`config.mk`:
```
export PLATFORM = sky130hd
export DESIGN_NAME = pcwl_loader
export DESIGN_NICKNAME = d
export VERILOG_FILES = /design/src/pcwl_pkg.sv /design/src/pcwl_loader.sv
export SDC_FILE = /design/constraint.sdc
export NUM_CORES = 1
export LEC_CHECK = 0
export ABC_AREA = 0
export ABC_CLOCK_PERIOD_IN_PS = 5900
export BUFFER_PORTS_ARGS = -buffer_cell sky130_fd_sc_hd__buf_2
export CORE_MARGIN = 2
export CORE_UTILIZATION = 54
export DETAILED_ROUTE_END_ITERATION = 8
export GPL_TIMING_DRIVEN = 0
export HOLD_SLACK_MARGIN = 0.08
export PLACE_DENSITY = 0.76
export SETUP_SLACK_MARGIN = 0.3
export SYNTH_ARGS = -nofsm -noshare
export SYNTH_HDL_FRONTEND = slang
export SYNTH_SLANG_ARGS = --single-unit
```
`constraint.sdc`:
```
create_clock -name ref_clk_in -period 5.9 [get_ports ref_clk_in]
set_input_delay 1.18 -clock ref_clk_in [delete_from_list [all_inputs] [get_ports ref_clk_in]]
set_output_delay 1.18 -clock ref_clk_in [all_outputs]
set_load 0.02 [all_outputs]
```
`src/pcwl_pkg.sv`:
```
/*
  Package of the port configuration word loader: storage word
  addresses, configuration offsets, field positions, carriers and
  loader states.
  Assumes a three-port switch with 16-bit load words and 12-bit
  configuration offsets.
*/
package pcwl_pkg;

  // ****************************************
  // sizes
  // ****************************************
  localparam int NUM_PORTS = 3;
  localparam int WORD_W = 16;
  localparam int WADDR_W = 8;
  localparam int OFF_W = 12;
  localparam int DATA_W = 32;
  localparam int SYNC_FILL = 2;
  localparam logic [1:0] SYNC_FILL_CNT = 2'h2;

  // ****************************************
  // storage word addresses, port 0 first
  // ****************************************
  localparam logic [WADDR_W-1:0] WA_OPTION_P0 = 8'h60;
  localparam logic [WADDR_W-1:0] WA_OPTION_P1 = 8'h62;
  localparam logic [WADDR_W-1:0] WA_OPTION_P2 = 8'h64;
  localparam logic [WADDR_W-1:0] WA_BUDGET_P0 = 8'h70;
  localparam logic [WADDR_W-1:0] WA_BUDGET_P1 = 8'h72;
  localparam logic [WADDR_W-1:0] WA_BUDGET_P2 = 8'h74;
  localparam logic [WADDR_W-1:0] WA_PMCTL_P0 = 8'h80;
  localparam logic [WADDR_W-1:0] WA_PMCTL_P1 = 8'h82;
  localparam logic [WADDR_W-1:0] WA_PMCTL_P2 = 8'h84;
  localparam logic [WADDR_W-1:0] WA_PORT_STEP = 8'h02;

  // ****************************************
  // configuration offsets
  // ****************************************
  localparam logic [OFF_W-1:0] OFF_DSI_PM_CAP = 12'h040;
  localparam logic [OFF_W-1:0] OFF_VGA_DECODE = 12'h070;
  localparam logic [OFF_W-1:0] OFF_PM_CTL_PARAM = 12'h074;
  localparam logic [OFF_W-1:0] OFF_PHY_CTL5 = 12'h088;
  localparam logic [OFF_W-1:0] OFF_EXP_CAP_SLOT = 12'h0c0;
  localparam logic [OFF_W-1:0] OFF_LOGICAL_PORT = 12'h0cc;
  localparam logic [OFF_W-1:0] OFF_SLOT_CLOCK = 12'h0d0;
  localparam logic [OFF_W-1:0] OFF_LOW_PRIORITY_VC_COUNT = 12'h144;
  localparam logic [OFF_W-1:0] OFF_VC0_MAP = 12'h154;
  localparam logic [OFF_W-1:0] OFF_BUDGET_DATA = 12'h214;
  localparam logic [OFF_W-1:0] OFF_BUDGET_ALLOC = 12'h218;

  // ****************************************
  // option word fields and their targets
  // ****************************************
  localparam int OPT_SLOT_IMPL = 0;
  localparam int OPT_CONN_CLK = 1;
  localparam int OPT_DSI = 2;
  localparam int OPT_LPVC = 3;
  localparam int OPT_PNUM_LO = 4;
  localparam int OPT_PNUM_HI = 6;
  localparam int OPT_TCMAP_LO = 9;
  localparam int OPT_TCMAP_HI = 15;
  localparam int REG_SLOT_IMPL = 24;
  localparam int REG_CONN_CLK = 28;
  localparam int REG_DSI = 21;
  localparam int REG_LPVC = 4;
  localparam int REG_PNUM_LO = 24;
  localparam int REG_PNUM_HI = 26;
  localparam int REG_TCMAP_LO = 1;
  localparam int REG_TCMAP_HI = 7;

  // ****************************************
  // power budget word fields and targets
  // ****************************************
  localparam int PB_BASE_LO = 0;
  localparam int PB_BASE_HI = 7;
  localparam int PB_SCALE_LO = 8;
  localparam int PB_SCALE_HI = 9;
  localparam int PB_STATE_LO = 10;
  localparam int PB_STATE_HI = 11;
  localparam int PB_SYS_ALLOC = 15;
  localparam int REG_PB_STATE_LO = 13;
  localparam int REG_PB_STATE_HI = 14;
  localparam int REG_SYS_ALLOC = 0;

  // ****************************************
  // power management control word fields
  // ****************************************
  localparam int PM_PARAM_LO = 0;
  localparam int PM_PARAM_HI = 5;
  localparam int PM_RXPOL_OFF = 6;
  localparam int PM_VGA_EN = 7;
  localparam int PM_PHY_LO = 8;
  localparam int PM_PHY_HI = 15;
  localparam int REG_PM_PARAM_LO = 8;
  localparam int REG_PM_PARAM_HI = 13;
  localparam int REG_RXPOL_OFF = 14;
  localparam int REG_VGA_EN = 31;
  localparam int REG_PHY_LO = 24;
  localparam int REG_PHY_HI = 31;

  // ****************************************
  // reset values and carriers
  // ****************************************
  localparam logic [WORD_W-1:0] WORD_RESET = 16'h0000;
  localparam logic [DATA_W-1:0] DATA_RESET = 32'h0000_0000;

  typedef struct packed {
    logic [WADDR_W-1:0] addr;
    logic [WORD_W-1:0] data;
  } pcwl_word_t;

  typedef struct packed {
    logic [1:0] port;
    logic [OFF_W-1:0] offset;
  } pcwl_cfg_req_t;

  typedef enum logic [2:0] {
    ST_SETTLE = 3'b001,
    ST_LOAD = 3'b010,
    ST_DONE = 3'b100
  } pcwl_state_t;

endpackage

```
`src/pcwl_loader.sv`:
```
/*
  Port configuration word loader: catches 16-bit load words from the
  configuration storage and spreads their fields over the per-port
  configuration registers, which are then read by configuration
  accesses.
  Assumes the storage reader runs on ref_clk_in and marks the end of
  the load with a one-cycle pulse; the presence strap is asynchronous.
*/
// Summary of operation
// - port 1 word bits 15:9 go to port 1 VC0 map bits 7:1
// - port 2 option bit 0 gives slot implemented, C0h bit 24
// - port 2 option bit 1 gives connector clock, D0h bit 28
// - port 2 option bit 2 gives init required, 40h bit 21
// - port 2 option bit 3 gives VC1 low priority, 144h bit 4
// - port 2 option bits 6:4 give logical port number, CCh 26:24
// - port 2 option bits 15:9 give VC0 class map, 154h 7:1
// - budget words 70h, 72h, 74h serve ports 0, 1, 2
// - budget bits 7:0 become base power, 214h bits 7:0
// - budget bits 9:8 become data scale, 214h bits 9:8
// - budget bits 11:10 become power state, 214h bits 14:13
// - budget bit 15 becomes system allocated, 218h bit 0
// - control words 80h, 82h, 84h; low six bits to 74h 13:8
// - control bits 1:0 set entry to L1 from D3
// - control bits 3:2 select delay before L1 entry
// - control bits 5:4 set L0s enable
// - control bit 6 disables receive polarity, 74h bit 14
// - control bit 7 enables VGA decode, 70h bit 31
// - control bits 15:8 go to PHY control top byte, 88h 31:24
module pcwl_loader
  import pcwl_pkg::*;
(
  // clock, reset, enable
  input wire logic ref_clk_in,
  input wire logic rst_in,
  input wire logic clk_en_in,
  // storage side
  input wire logic storage_present_in,
  input wire logic word_valid_in,
  input wire pcwl_word_t word_in,
  input wire logic load_end_in,
  // configuration read side
  input wire logic cfg_rd_in,
  input wire pcwl_cfg_req_t cfg_req_in,
  output logic cfg_ack_out,
  output logic [DATA_W-1:0] cfg_rdata_out,
  // status
  output logic load_done_out
);

  // ****************************************
  // storage
  // ****************************************
  logic [WORD_W-1:0] opt_word [NUM_PORTS];
  logic [WORD_W-1:0] pb_word [NUM_PORTS];
  logic [WORD_W-1:0] pm_word [NUM_PORTS];
  logic [3*NUM_PORTS-1:0] seen;
  logic present_meta;
  logic present_sync;
  logic [1:0] settle_cnt;
  pcwl_state_t state;
  logic pend;
  pcwl_cfg_req_t pend_req;
  pcwl_cfg_req_t ack_req;
  pcwl_cfg_req_t sel_req;
  logic loading;
  logic [NUM_PORTS-1:0] take_opt;
  logic [NUM_PORTS-1:0] take_pb;
  logic [NUM_PORTS-1:0] take_pm;

  // ****************************************
  // read view of one register
  // ****************************************
  function automatic logic [DATA_W-1:0] reg_view(
    input logic [1:0] port,
    input logic [OFF_W-1:0] off,
    input logic [WORD_W-1:0] opt,
    input logic [WORD_W-1:0] pb,
    input logic [WORD_W-1:0] pm
  );
    logic [DATA_W-1:0] v;
    v = DATA_RESET;
    case (off)
      OFF_DSI_PM_CAP: v[REG_DSI] = opt[OPT_DSI];
      OFF_VGA_DECODE: v[REG_VGA_EN] = pm[PM_VGA_EN];
      OFF_PM_CTL_PARAM: begin
        v[REG_PM_PARAM_HI:REG_PM_PARAM_LO] = pm[PM_PARAM_HI:PM_PARAM_LO];
        v[REG_RXPOL_OFF] = pm[PM_RXPOL_OFF];
      end
      OFF_PHY_CTL5: v[REG_PHY_HI:REG_PHY_LO] = pm[PM_PHY_HI:PM_PHY_LO];
      // slot implemented, ports 1 and 2
      OFF_EXP_CAP_SLOT: begin
        if (port != 2'h0) begin
          v[REG_SLOT_IMPL] = opt[OPT_SLOT_IMPL];
        end
      end
      OFF_LOGICAL_PORT:
        v[REG_PNUM_HI:REG_PNUM_LO] = opt[OPT_PNUM_HI:OPT_PNUM_LO];
      OFF_SLOT_CLOCK: v[REG_CONN_CLK] = opt[OPT_CONN_CLK];
      OFF_LOW_PRIORITY_VC_COUNT: v[REG_LPVC] = opt[OPT_LPVC];
      OFF_VC0_MAP:
        v[REG_TCMAP_HI:REG_TCMAP_LO] = opt[OPT_TCMAP_HI:OPT_TCMAP_LO];
      OFF_BUDGET_DATA: begin
        v[PB_BASE_HI:PB_BASE_LO] = pb[PB_BASE_HI:PB_BASE_LO];
        v[PB_SCALE_HI:PB_SCALE_LO] = pb[PB_SCALE_HI:PB_SCALE_LO];
        v[REG_PB_STATE_HI:REG_PB_STATE_LO] = pb[PB_STATE_HI:PB_STATE_LO];
      end
      OFF_BUDGET_ALLOC: v[REG_SYS_ALLOC] = pb[PB_SYS_ALLOC];
      default: v = DATA_RESET;
    endcase
    return v;
  endfunction

  // ****************************************
  // presence strap synchroniser
  // ****************************************
  always_ff @(posedge ref_clk_in or posedge rst_in) begin
    if (rst_in) begin
      present_meta <= 1'b0;
      present_sync <= 1'b0;
    end else if (clk_en_in) begin
      present_meta <= storage_present_in;
      present_sync <= present_meta;
    end
  end

  // ****************************************
  // loader sequence
  // ****************************************
  // wait for strap, then load or keep defaults
  always_ff @(posedge ref_clk_in or posedge rst_in) begin
    if (rst_in) begin
      state <= ST_SETTLE;
      settle_cnt <= 2'h0;
      load_done_out <= 1'b0;
    end else if (clk_en_in) begin
      unique case (state)
        ST_SETTLE: begin
          if (settle_cnt == SYNC_FILL_CNT) begin
            state <= present_sync ? ST_LOAD : ST_DONE;
            load_done_out <= !present_sync;
          end else begin
            settle_cnt <= settle_cnt + 2'h1;
          end
        end
        ST_LOAD: begin
          if (load_end_in) begin
            state <= ST_DONE;
            load_done_out <= 1'b1;
          end
        end
        ST_DONE: state <= ST_DONE;
      endcase
    end
  end

  // ****************************************
  // word capture, all ports in one process
  // ****************************************
  assign loading = clk_en_in && state == ST_LOAD && word_valid_in;

  always_comb begin
    for (int p = 0; p < NUM_PORTS; p++) begin
      take_opt[p] = loading && !seen[3*p] &&
        word_in.addr == WA_OPTION_P0 + WADDR_W'(p) * WA_PORT_STEP;
      take_pb[p] = loading && !seen[3*p+1] &&
        word_in.addr == WA_BUDGET_P0 + WADDR_W'(p) * WA_PORT_STEP;
      take_pm[p] = loading && !seen[3*p+2] &&
        word_in.addr == WA_PMCTL_P0 + WADDR_W'(p) * WA_PORT_STEP;
    end
  end

  // first copy of each word wins
  always_ff @(posedge ref_clk_in or posedge rst_in) begin
    if (rst_in) begin
      for (int p = 0; p < NUM_PORTS; p++) begin
        opt_word[p] <= WORD_RESET;
        pb_word[p] <= WORD_RESET;
        pm_word[p] <= WORD_RESET;
      end
      seen <= '0;
    end else begin
      for (int p = 0; p < NUM_PORTS; p++) begin
        if (take_opt[p]) begin
          opt_word[p] <= word_in.data;
          seen[3*p] <= 1'b1;
        end
        if (take_pb[p]) begin
          pb_word[p] <= word_in.data;
          seen[3*p+1] <= 1'b1;
        end
        if (take_pm[p]) begin
          pm_word[p] <= word_in.data;
          seen[3*p+2] <= 1'b1;
        end
      end
    end
  end

  for (genvar p = 0; p < NUM_PORTS; p++) begin : g_once
    a_word_once: assert property (
      @(posedge ref_clk_in) disable iff (rst_in)
      take_opt[p] |=> !take_opt[p] && opt_word[p] == $past(word_in.data)
    ) else $error("option word taken twice or lost");
  end

  // ****************************************
  // configuration reads
  // ****************************************
  // held request is served before a new one
  assign sel_req = pend ? pend_req : cfg_req_in;

  // first read before load end is held, later ones dropped
  always_ff @(posedge ref_clk_in or posedge rst_in) begin
    if (rst_in) begin
      pend <= 1'b0;
      pend_req <= '0;
      ack_req <= '0;
      cfg_ack_out <= 1'b0;
      cfg_rdata_out <= DATA_RESET;
    end else if (clk_en_in) begin
      cfg_ack_out <= 1'b0;
      if (state == ST_DONE && (pend || cfg_rd_in)) begin
        pend <= 1'b0;
        cfg_ack_out <= 1'b1;
        ack_req <= sel_req;
        if (sel_req.port < 2'(NUM_PORTS)) begin
          cfg_rdata_out <= reg_view(sel_req.port, sel_req.offset,
            opt_word[sel_req.port], pb_word[sel_req.port],
            pm_word[sel_req.port]);
        end else begin
          cfg_rdata_out <= DATA_RESET;
        end
      end else if (cfg_rd_in && !pend) begin
        pend <= 1'b1;
        pend_req <= cfg_req_in;
      end
    end
  end

  // ****************************************
  // checks
  // ****************************************
  a_no_early_ack: assert property (
    @(posedge ref_clk_in) disable iff (rst_in)
    cfg_ack_out |-> $past(state) == ST_DONE
  ) else $error("read answered before load end");

  a_ack_one_cycle: assert property (
    @(posedge ref_clk_in) disable iff (rst_in)
    clk_en_in && state == ST_DONE && cfg_rd_in && !pend |=> cfg_ack_out
  ) else $error("read not answered next cycle");

  a_tc_map_p1: assert property (
    @(posedge ref_clk_in) disable iff (rst_in)
    cfg_ack_out && ack_req.port == 2'h1 && ack_req.offset == OFF_VC0_MAP
    |-> cfg_rdata_out[7:1] == opt_word[1][15:9] && cfg_rdata_out[0] == 1'b0
  ) else $error("port 1 class map wrong");

  a_slot_impl_p2: assert property (
    @(posedge ref_clk_in) disable iff (rst_in)
    cfg_ack_out && ack_req.port == 2'h2 && ack_req.offset == OFF_EXP_CAP_SLOT
    |-> cfg_rdata_out == {7'h00, opt_word[2][0], 24'h000000}
  ) else $error("slot implemented bit wrong");

  a_port_num_p2: assert property (
    @(posedge ref_clk_in) disable iff (rst_in)
    cfg_ack_out && ack_req.port == 2'h2 && ack_req.offset == OFF_LOGICAL_PORT
    |-> cfg_rdata_out[26:24] == opt_word[2][6:4]
  ) else $error("logical port number wrong");

  a_budget_data: assert property (
    @(posedge ref_clk_in) disable iff (rst_in)
    cfg_ack_out && ack_req.port < 2'h3 && ack_req.offset == OFF_BUDGET_DATA
    |-> cfg_rdata_out[14:13] == pb_word[ack_req.port][11:10] &&
        cfg_rdata_out[9:0] == pb_word[ack_req.port][9:0] &&
        cfg_rdata_out[12:10] == 3'h0
  ) else $error("budget data fields wrong");

  a_sys_alloc: assert property (
    @(posedge ref_clk_in) disable iff (rst_in)
    cfg_ack_out && ack_req.port < 2'h3 && ack_req.offset == OFF_BUDGET_ALLOC
    |-> cfg_rdata_out == {31'h0, pb_word[ack_req.port][15]}
  ) else $error("system allocated bit wrong");

  a_pm_params: assert property (
    @(posedge ref_clk_in) disable iff (rst_in)
    cfg_ack_out && ack_req.port < 2'h3 && ack_req.offset == OFF_PM_CTL_PARAM
    |-> cfg_rdata_out[14:8] == pm_word[ack_req.port][6:0]
  ) else $error("link power parameters wrong");

  a_phy_byte: assert property (
    @(posedge ref_clk_in) disable iff (rst_in)
    cfg_ack_out && ack_req.port < 2'h3 && ack_req.offset == OFF_PHY_CTL5
    |-> cfg_rdata_out == {pm_word[ack_req.port][15:8], 24'h000000}
  ) else $error("PHY control byte wrong");

  a_absent_defaults: assert property (
    @(posedge ref_clk_in) disable iff (rst_in)
    $rose(load_done_out) && $past(state) == ST_SETTLE |-> seen == 9'h000
  ) else $error("words taken without storage");

  a_tc_map_p2: assert property (
    @(posedge ref_clk_in) disable iff (rst_in)
    cfg_ack_out && ack_req.port == 2'h2 && ack_req.offset == OFF_VC0_MAP
    |-> cfg_rdata_out == {24'h0, opt_word[2][15:9], 1'b0}
  ) else $error("port 2 class map wrong");

  a_conn_clock: assert property (
    @(posedge ref_clk_in) disable iff (rst_in)
    cfg_ack_out && ack_req.port == 2'h2 && ack_req.offset == OFF_SLOT_CLOCK
    |-> cfg_rdata_out == {3'h0, opt_word[2][1], 28'h0}
  ) else $error("connector clock bit wrong");

  a_init_flag: assert property (
    @(posedge ref_clk_in) disable iff (rst_in)
    cfg_ack_out && ack_req.port == 2'h2 && ack_req.offset == OFF_DSI_PM_CAP
    |-> cfg_rdata_out == {10'h0, opt_word[2][2], 21'h0}
  ) else $error("init required bit wrong");

  a_lpvc_bit: assert property (
    @(posedge ref_clk_in) disable iff (rst_in)
    cfg_ack_out && ack_req.port == 2'h2 && ack_req.offset == OFF_LOW_PRIORITY_VC_COUNT
    |-> cfg_rdata_out == {27'h0, opt_word[2][3], 4'h0}
  ) else $error("low priority group bit wrong");

  a_vga_decode: assert property (
    @(posedge ref_clk_in) disable iff (rst_in)
    cfg_ack_out && ack_req.port < 2'h3 && ack_req.offset == OFF_VGA_DECODE
    |-> cfg_rdata_out == {pm_word[ack_req.port][7], 31'h0}
  ) else $error("VGA decode bit wrong");

  a_base_power: assert property (
    @(posedge ref_clk_in) disable iff (rst_in)
    cfg_ack_out && ack_req.port < 2'h3 && ack_req.offset == OFF_BUDGET_DATA
    |-> cfg_rdata_out[7:0] == pb_word[ack_req.port][7:0]
  ) else $error("base power wrong");

  a_data_scale: assert property (
    @(posedge ref_clk_in) disable iff (rst_in)
    cfg_ack_out && ack_req.port < 2'h3 && ack_req.offset == OFF_BUDGET_DATA
    |-> cfg_rdata_out[9:8] == pb_word[ack_req.port][9:8]
  ) else $error("data scale wrong");

  a_l1_entry: assert property (
    @(posedge ref_clk_in) disable iff (rst_in)
    cfg_ack_out && ack_req.port < 2'h3 && ack_req.offset == OFF_PM_CTL_PARAM
    |-> cfg_rdata_out[9:8] == pm_word[ack_req.port][1:0]
  ) else $error("L1 entry field wrong");

  a_l1_delay: assert property (
    @(posedge ref_clk_in) disable iff (rst_in)
    cfg_ack_out && ack_req.port < 2'h3 && ack_req.offset == OFF_PM_CTL_PARAM
    |-> cfg_rdata_out[11:10] == pm_word[ack_req.port][3:2]
  ) else $error("L1 delay field wrong");

  a_l0s_enable: assert property (
    @(posedge ref_clk_in) disable iff (rst_in)
    cfg_ack_out && ack_req.port < 2'h3 && ack_req.offset == OFF_PM_CTL_PARAM
    |-> cfg_rdata_out[13:12] == pm_word[ack_req.port][5:4]
  ) else $error("L0s enable field wrong");

  a_freeze_hold: assert property (
    @(posedge ref_clk_in) disable iff (rst_in)
    !clk_en_in |=> $stable(state) && $stable(cfg_ack_out) &&
      $stable(load_done_out) && $stable(seen)
  ) else $error("state moved while enable low");

endmodule

```
==> out/qor.txt <==
Outcome -> finished clean
Maximum VDD drop -> 0.236 mV
Max Root-Sink Buffers -> 2
#FFs+latches synth -> 185
Worst R2R End -> pm_word[36]
Worst R2R Start -> state[2]
Power Dens Cells -> 322 nW/um^2
CTS tree -> yes
Placed Instances -> 991
Initial core utilization -> 0.548
Die X -> 130 um
Placement Cell Area -> 9370 sq um
Worst-skew pair later-pin latency -> 0.44 ns
Post-CTS setup buffer count -> 0
H-tree levels -> 4
Worst Hold Depth -> 1
Setup Skew -> 0.0119 ns
Peak fanout along the critical path -> 10
Hold Crit Class -> reg2reg
First drt pass iteration count -> 5
Die Y -> 130 um
Core Box Area -> 15700 sq um
Most common cell after layout, fill and taps aside -> dfrtp_1
Max Cap Viol -> 0
Minimum clock period -> 3.42 ns
HPWL Detailed -> 16100 um
Vias -> 6171
Most frequent cells in the layout -> dfrtp_1 (184), mux2_2 (131), buf_2 (72)
Vias in the first global route -> 6292
Final nets -> 840
Hold_sp -> seen[7]
Post-Syn Area -> 8610 sq um
Worst slew margin -> 0.373
Wire per inst -> 22.1 um
CTS sink cnt -> 185
RSZ-0062 raised after global routing -> false
Slew Limit Fails -> 0
Share of layout cells above drive strength 1 -> 0.346
Crit path required time -> 6.22 ns
Number of synthesized flops with an enable pin -> 0
Pin count of the biggest net entering global routing -> 39
Site Rows -> 46
Worst setup margin -> 2.48 ns
Fin cells -> 1022
TritonCTS Buffers -> 17
Area added between synthesis and finish -> 15.4%
GRT Overall Usage -> 0.280
Routed Antenna Nets -> 0
Total die area -> 17000 sq um
Part of the cycle the worst path needs -> 0.580
Leakage dissipation -> 4.80 nW
First-pass GRT wire length -> 35300 um
CP Launch Type -> input pin
Yosys cell types -> 57
DRT iter0 DRCs -> 550
Avg Synthesized Cell Area -> 12.4 sq um
Ant diodes -> 0
Final Setup Violations -> 0
YS warnings -> 0
CTS resizes -> 0
Total negative setup slack -> 0 ns
Place WS -> 2.10 ns
Grt ovf -> 0
Asr flop ratio synth -> 1.00
Worst path arrival time -> 3.74 ns
Design area -> 9930 sq um
Final wirelength -> 22500 um
PortBufs -> 69
Fmax -> 292 MHz
Vias per inst -> 6.04
Initial antenna violation count -> 0
RD Place Congestion -> 0.911
Mapped Cells -> 693
Reg clk slew, reported paths -> 0.07 ns
Actual slew at the worst max-slew pin -> 0.940 ns
WS Path Type -> in2reg
Register area share after synthesis -> 0.538
Final hold violation count -> 0
Reg2reg path depth -> 6
Hold Buf Count CTS -> 0
Most used DFF post-synth -> dfrtp_1
CP Capture Type -> flop
Register-to-register path setup slack -> 2.86 ns
Boundary Pins -> 79
DRC -> 0
CTS root buffer -> clkbuf_16
Hold EP -> seen[7]
[metal layers]
metal  up-vias  GRT usage  share of wire
met3        50     0.0627          0.056
met5         -          0              0
li1       2714          -              -
met1      3191      0.380           0.44
met4         0     0.0974          0.026
met2       216      0.448           0.48
[worst max path at each step]
stage                  end  slack (ns)        start
5_1_grt        pm_word[36]        2.49    clk_en_in
4_1_cts        pm_word[36]        2.55    clk_en_in
2_1_floorplan  cfg_ack_out        2.34       rst_in
3_3_place_gp   pm_word[11]        1.42       rst_in
6_report       pm_word[36]        2.48  word_in[16]
3_5_place_dp   pm_word[37]        2.10    clk_en_in
[synthesized netlist by cell type (2+ instances only)]
master	number	area, sq um
a32o_1	2	20.0
nor4_1	4	25.0
buf_12	2	40.0
nor3b_1	9	67.6
or2b_1	2	15.0
and3b_1	5	43.8
clkbuf_1	24	90.1
nand3b_1	2	15.0
a21oi_1	22	110
o2bb2ai_1	5	43.8
mux2_4	18	270
nand2_1	50	188
buf_6	3	33.8
or3_1	6	37.5
o21a_1	2	15.0
buf_2	3	15.0
nor4b_1	2	17.5
nand3_1	3	15.0
a22oi_1	14	105
o21ai_0	35	175
inv_1	8	30.0
mux2_2	131	1480
o22ai_1	5	31.3
buf_4	9	67.6
dfrtp_1	184	4600
nor2_1	22	82.6
and4b_1	2	20.0
a22o_1	2	17.5
a32oi_1	4	35.0
o211ai_1	12	90.1
o221ai_1	3	26.3
o21bai_1	2	15.0
nor3_1	30	150
mux2i_1	35	350
nand2b_1	9	56.3
[power breakdown]
part,leakage [nW],internal [mW],switching [mW]
combinational,1.99,0.225,0.452
sequential,2.53,1.34,0.0649
clock,0.276,0.632,0.480
total,4.80,2.20,0.997
[flip-flops by register name, summed over array words and instances (netlist names)]
name and cells:
pend 1, cfg_ack_out 1, present_sync 1, pm_word 48, pb_word 39, seen 9
state 3, opt_word 41, pend_req 14, cfg_rdata_out 24, settle_cnt 2, load_done_out 1
present_meta 1
[final cells by class]
cell class	count	area, sq um
plain buffers	42	250
repair buffers	75	453
flip-flops and latches	185	4630
inverters	8	33.8
clock inverters	11	121
clock buffers	20	447
multi-input cells	465	3730
fillers	1212	5780
well taps	216	270
[cell families after synthesis]
| logic type | synth area share |
|---|---|
| other | 0.000436 |
| AND/OR/NAND/NOR | 0.100 |
| multiplexers | 0.244 |
| AO/OA/AOI/OAI | 0.0829 |
| buffers and inverters | 0.0326 |
| adder cells (fa/ha/maj) | 0.00145 |
| flip-flops | 0.538 |
| XOR/XNOR | 0.00102 |
[worst max-delay path: stages]
cell and delay, ns:
buf_2 0.10, nand4bb_1 0.39, nor4_1 0.68, nand2_1 0.20, nor2_2 0.40, buf_2 0.40, mux2_2 0.38
[metrics by stage]
step / hold slack (ns) / power, mW / util
finish: 0.464 / 3.20 / 0.632
global route: 0.480 / 3.31 / 0.632
global placement: 0.442 / 2.06 / 0.589
CTS: 0.465 / 3.20 / 0.632
detailed placement: 0.449 / 2.09 / 0.596
floorplan: 0.425 / 1.85 / -
No activity file was read; power rests on OpenSTA's default activity.
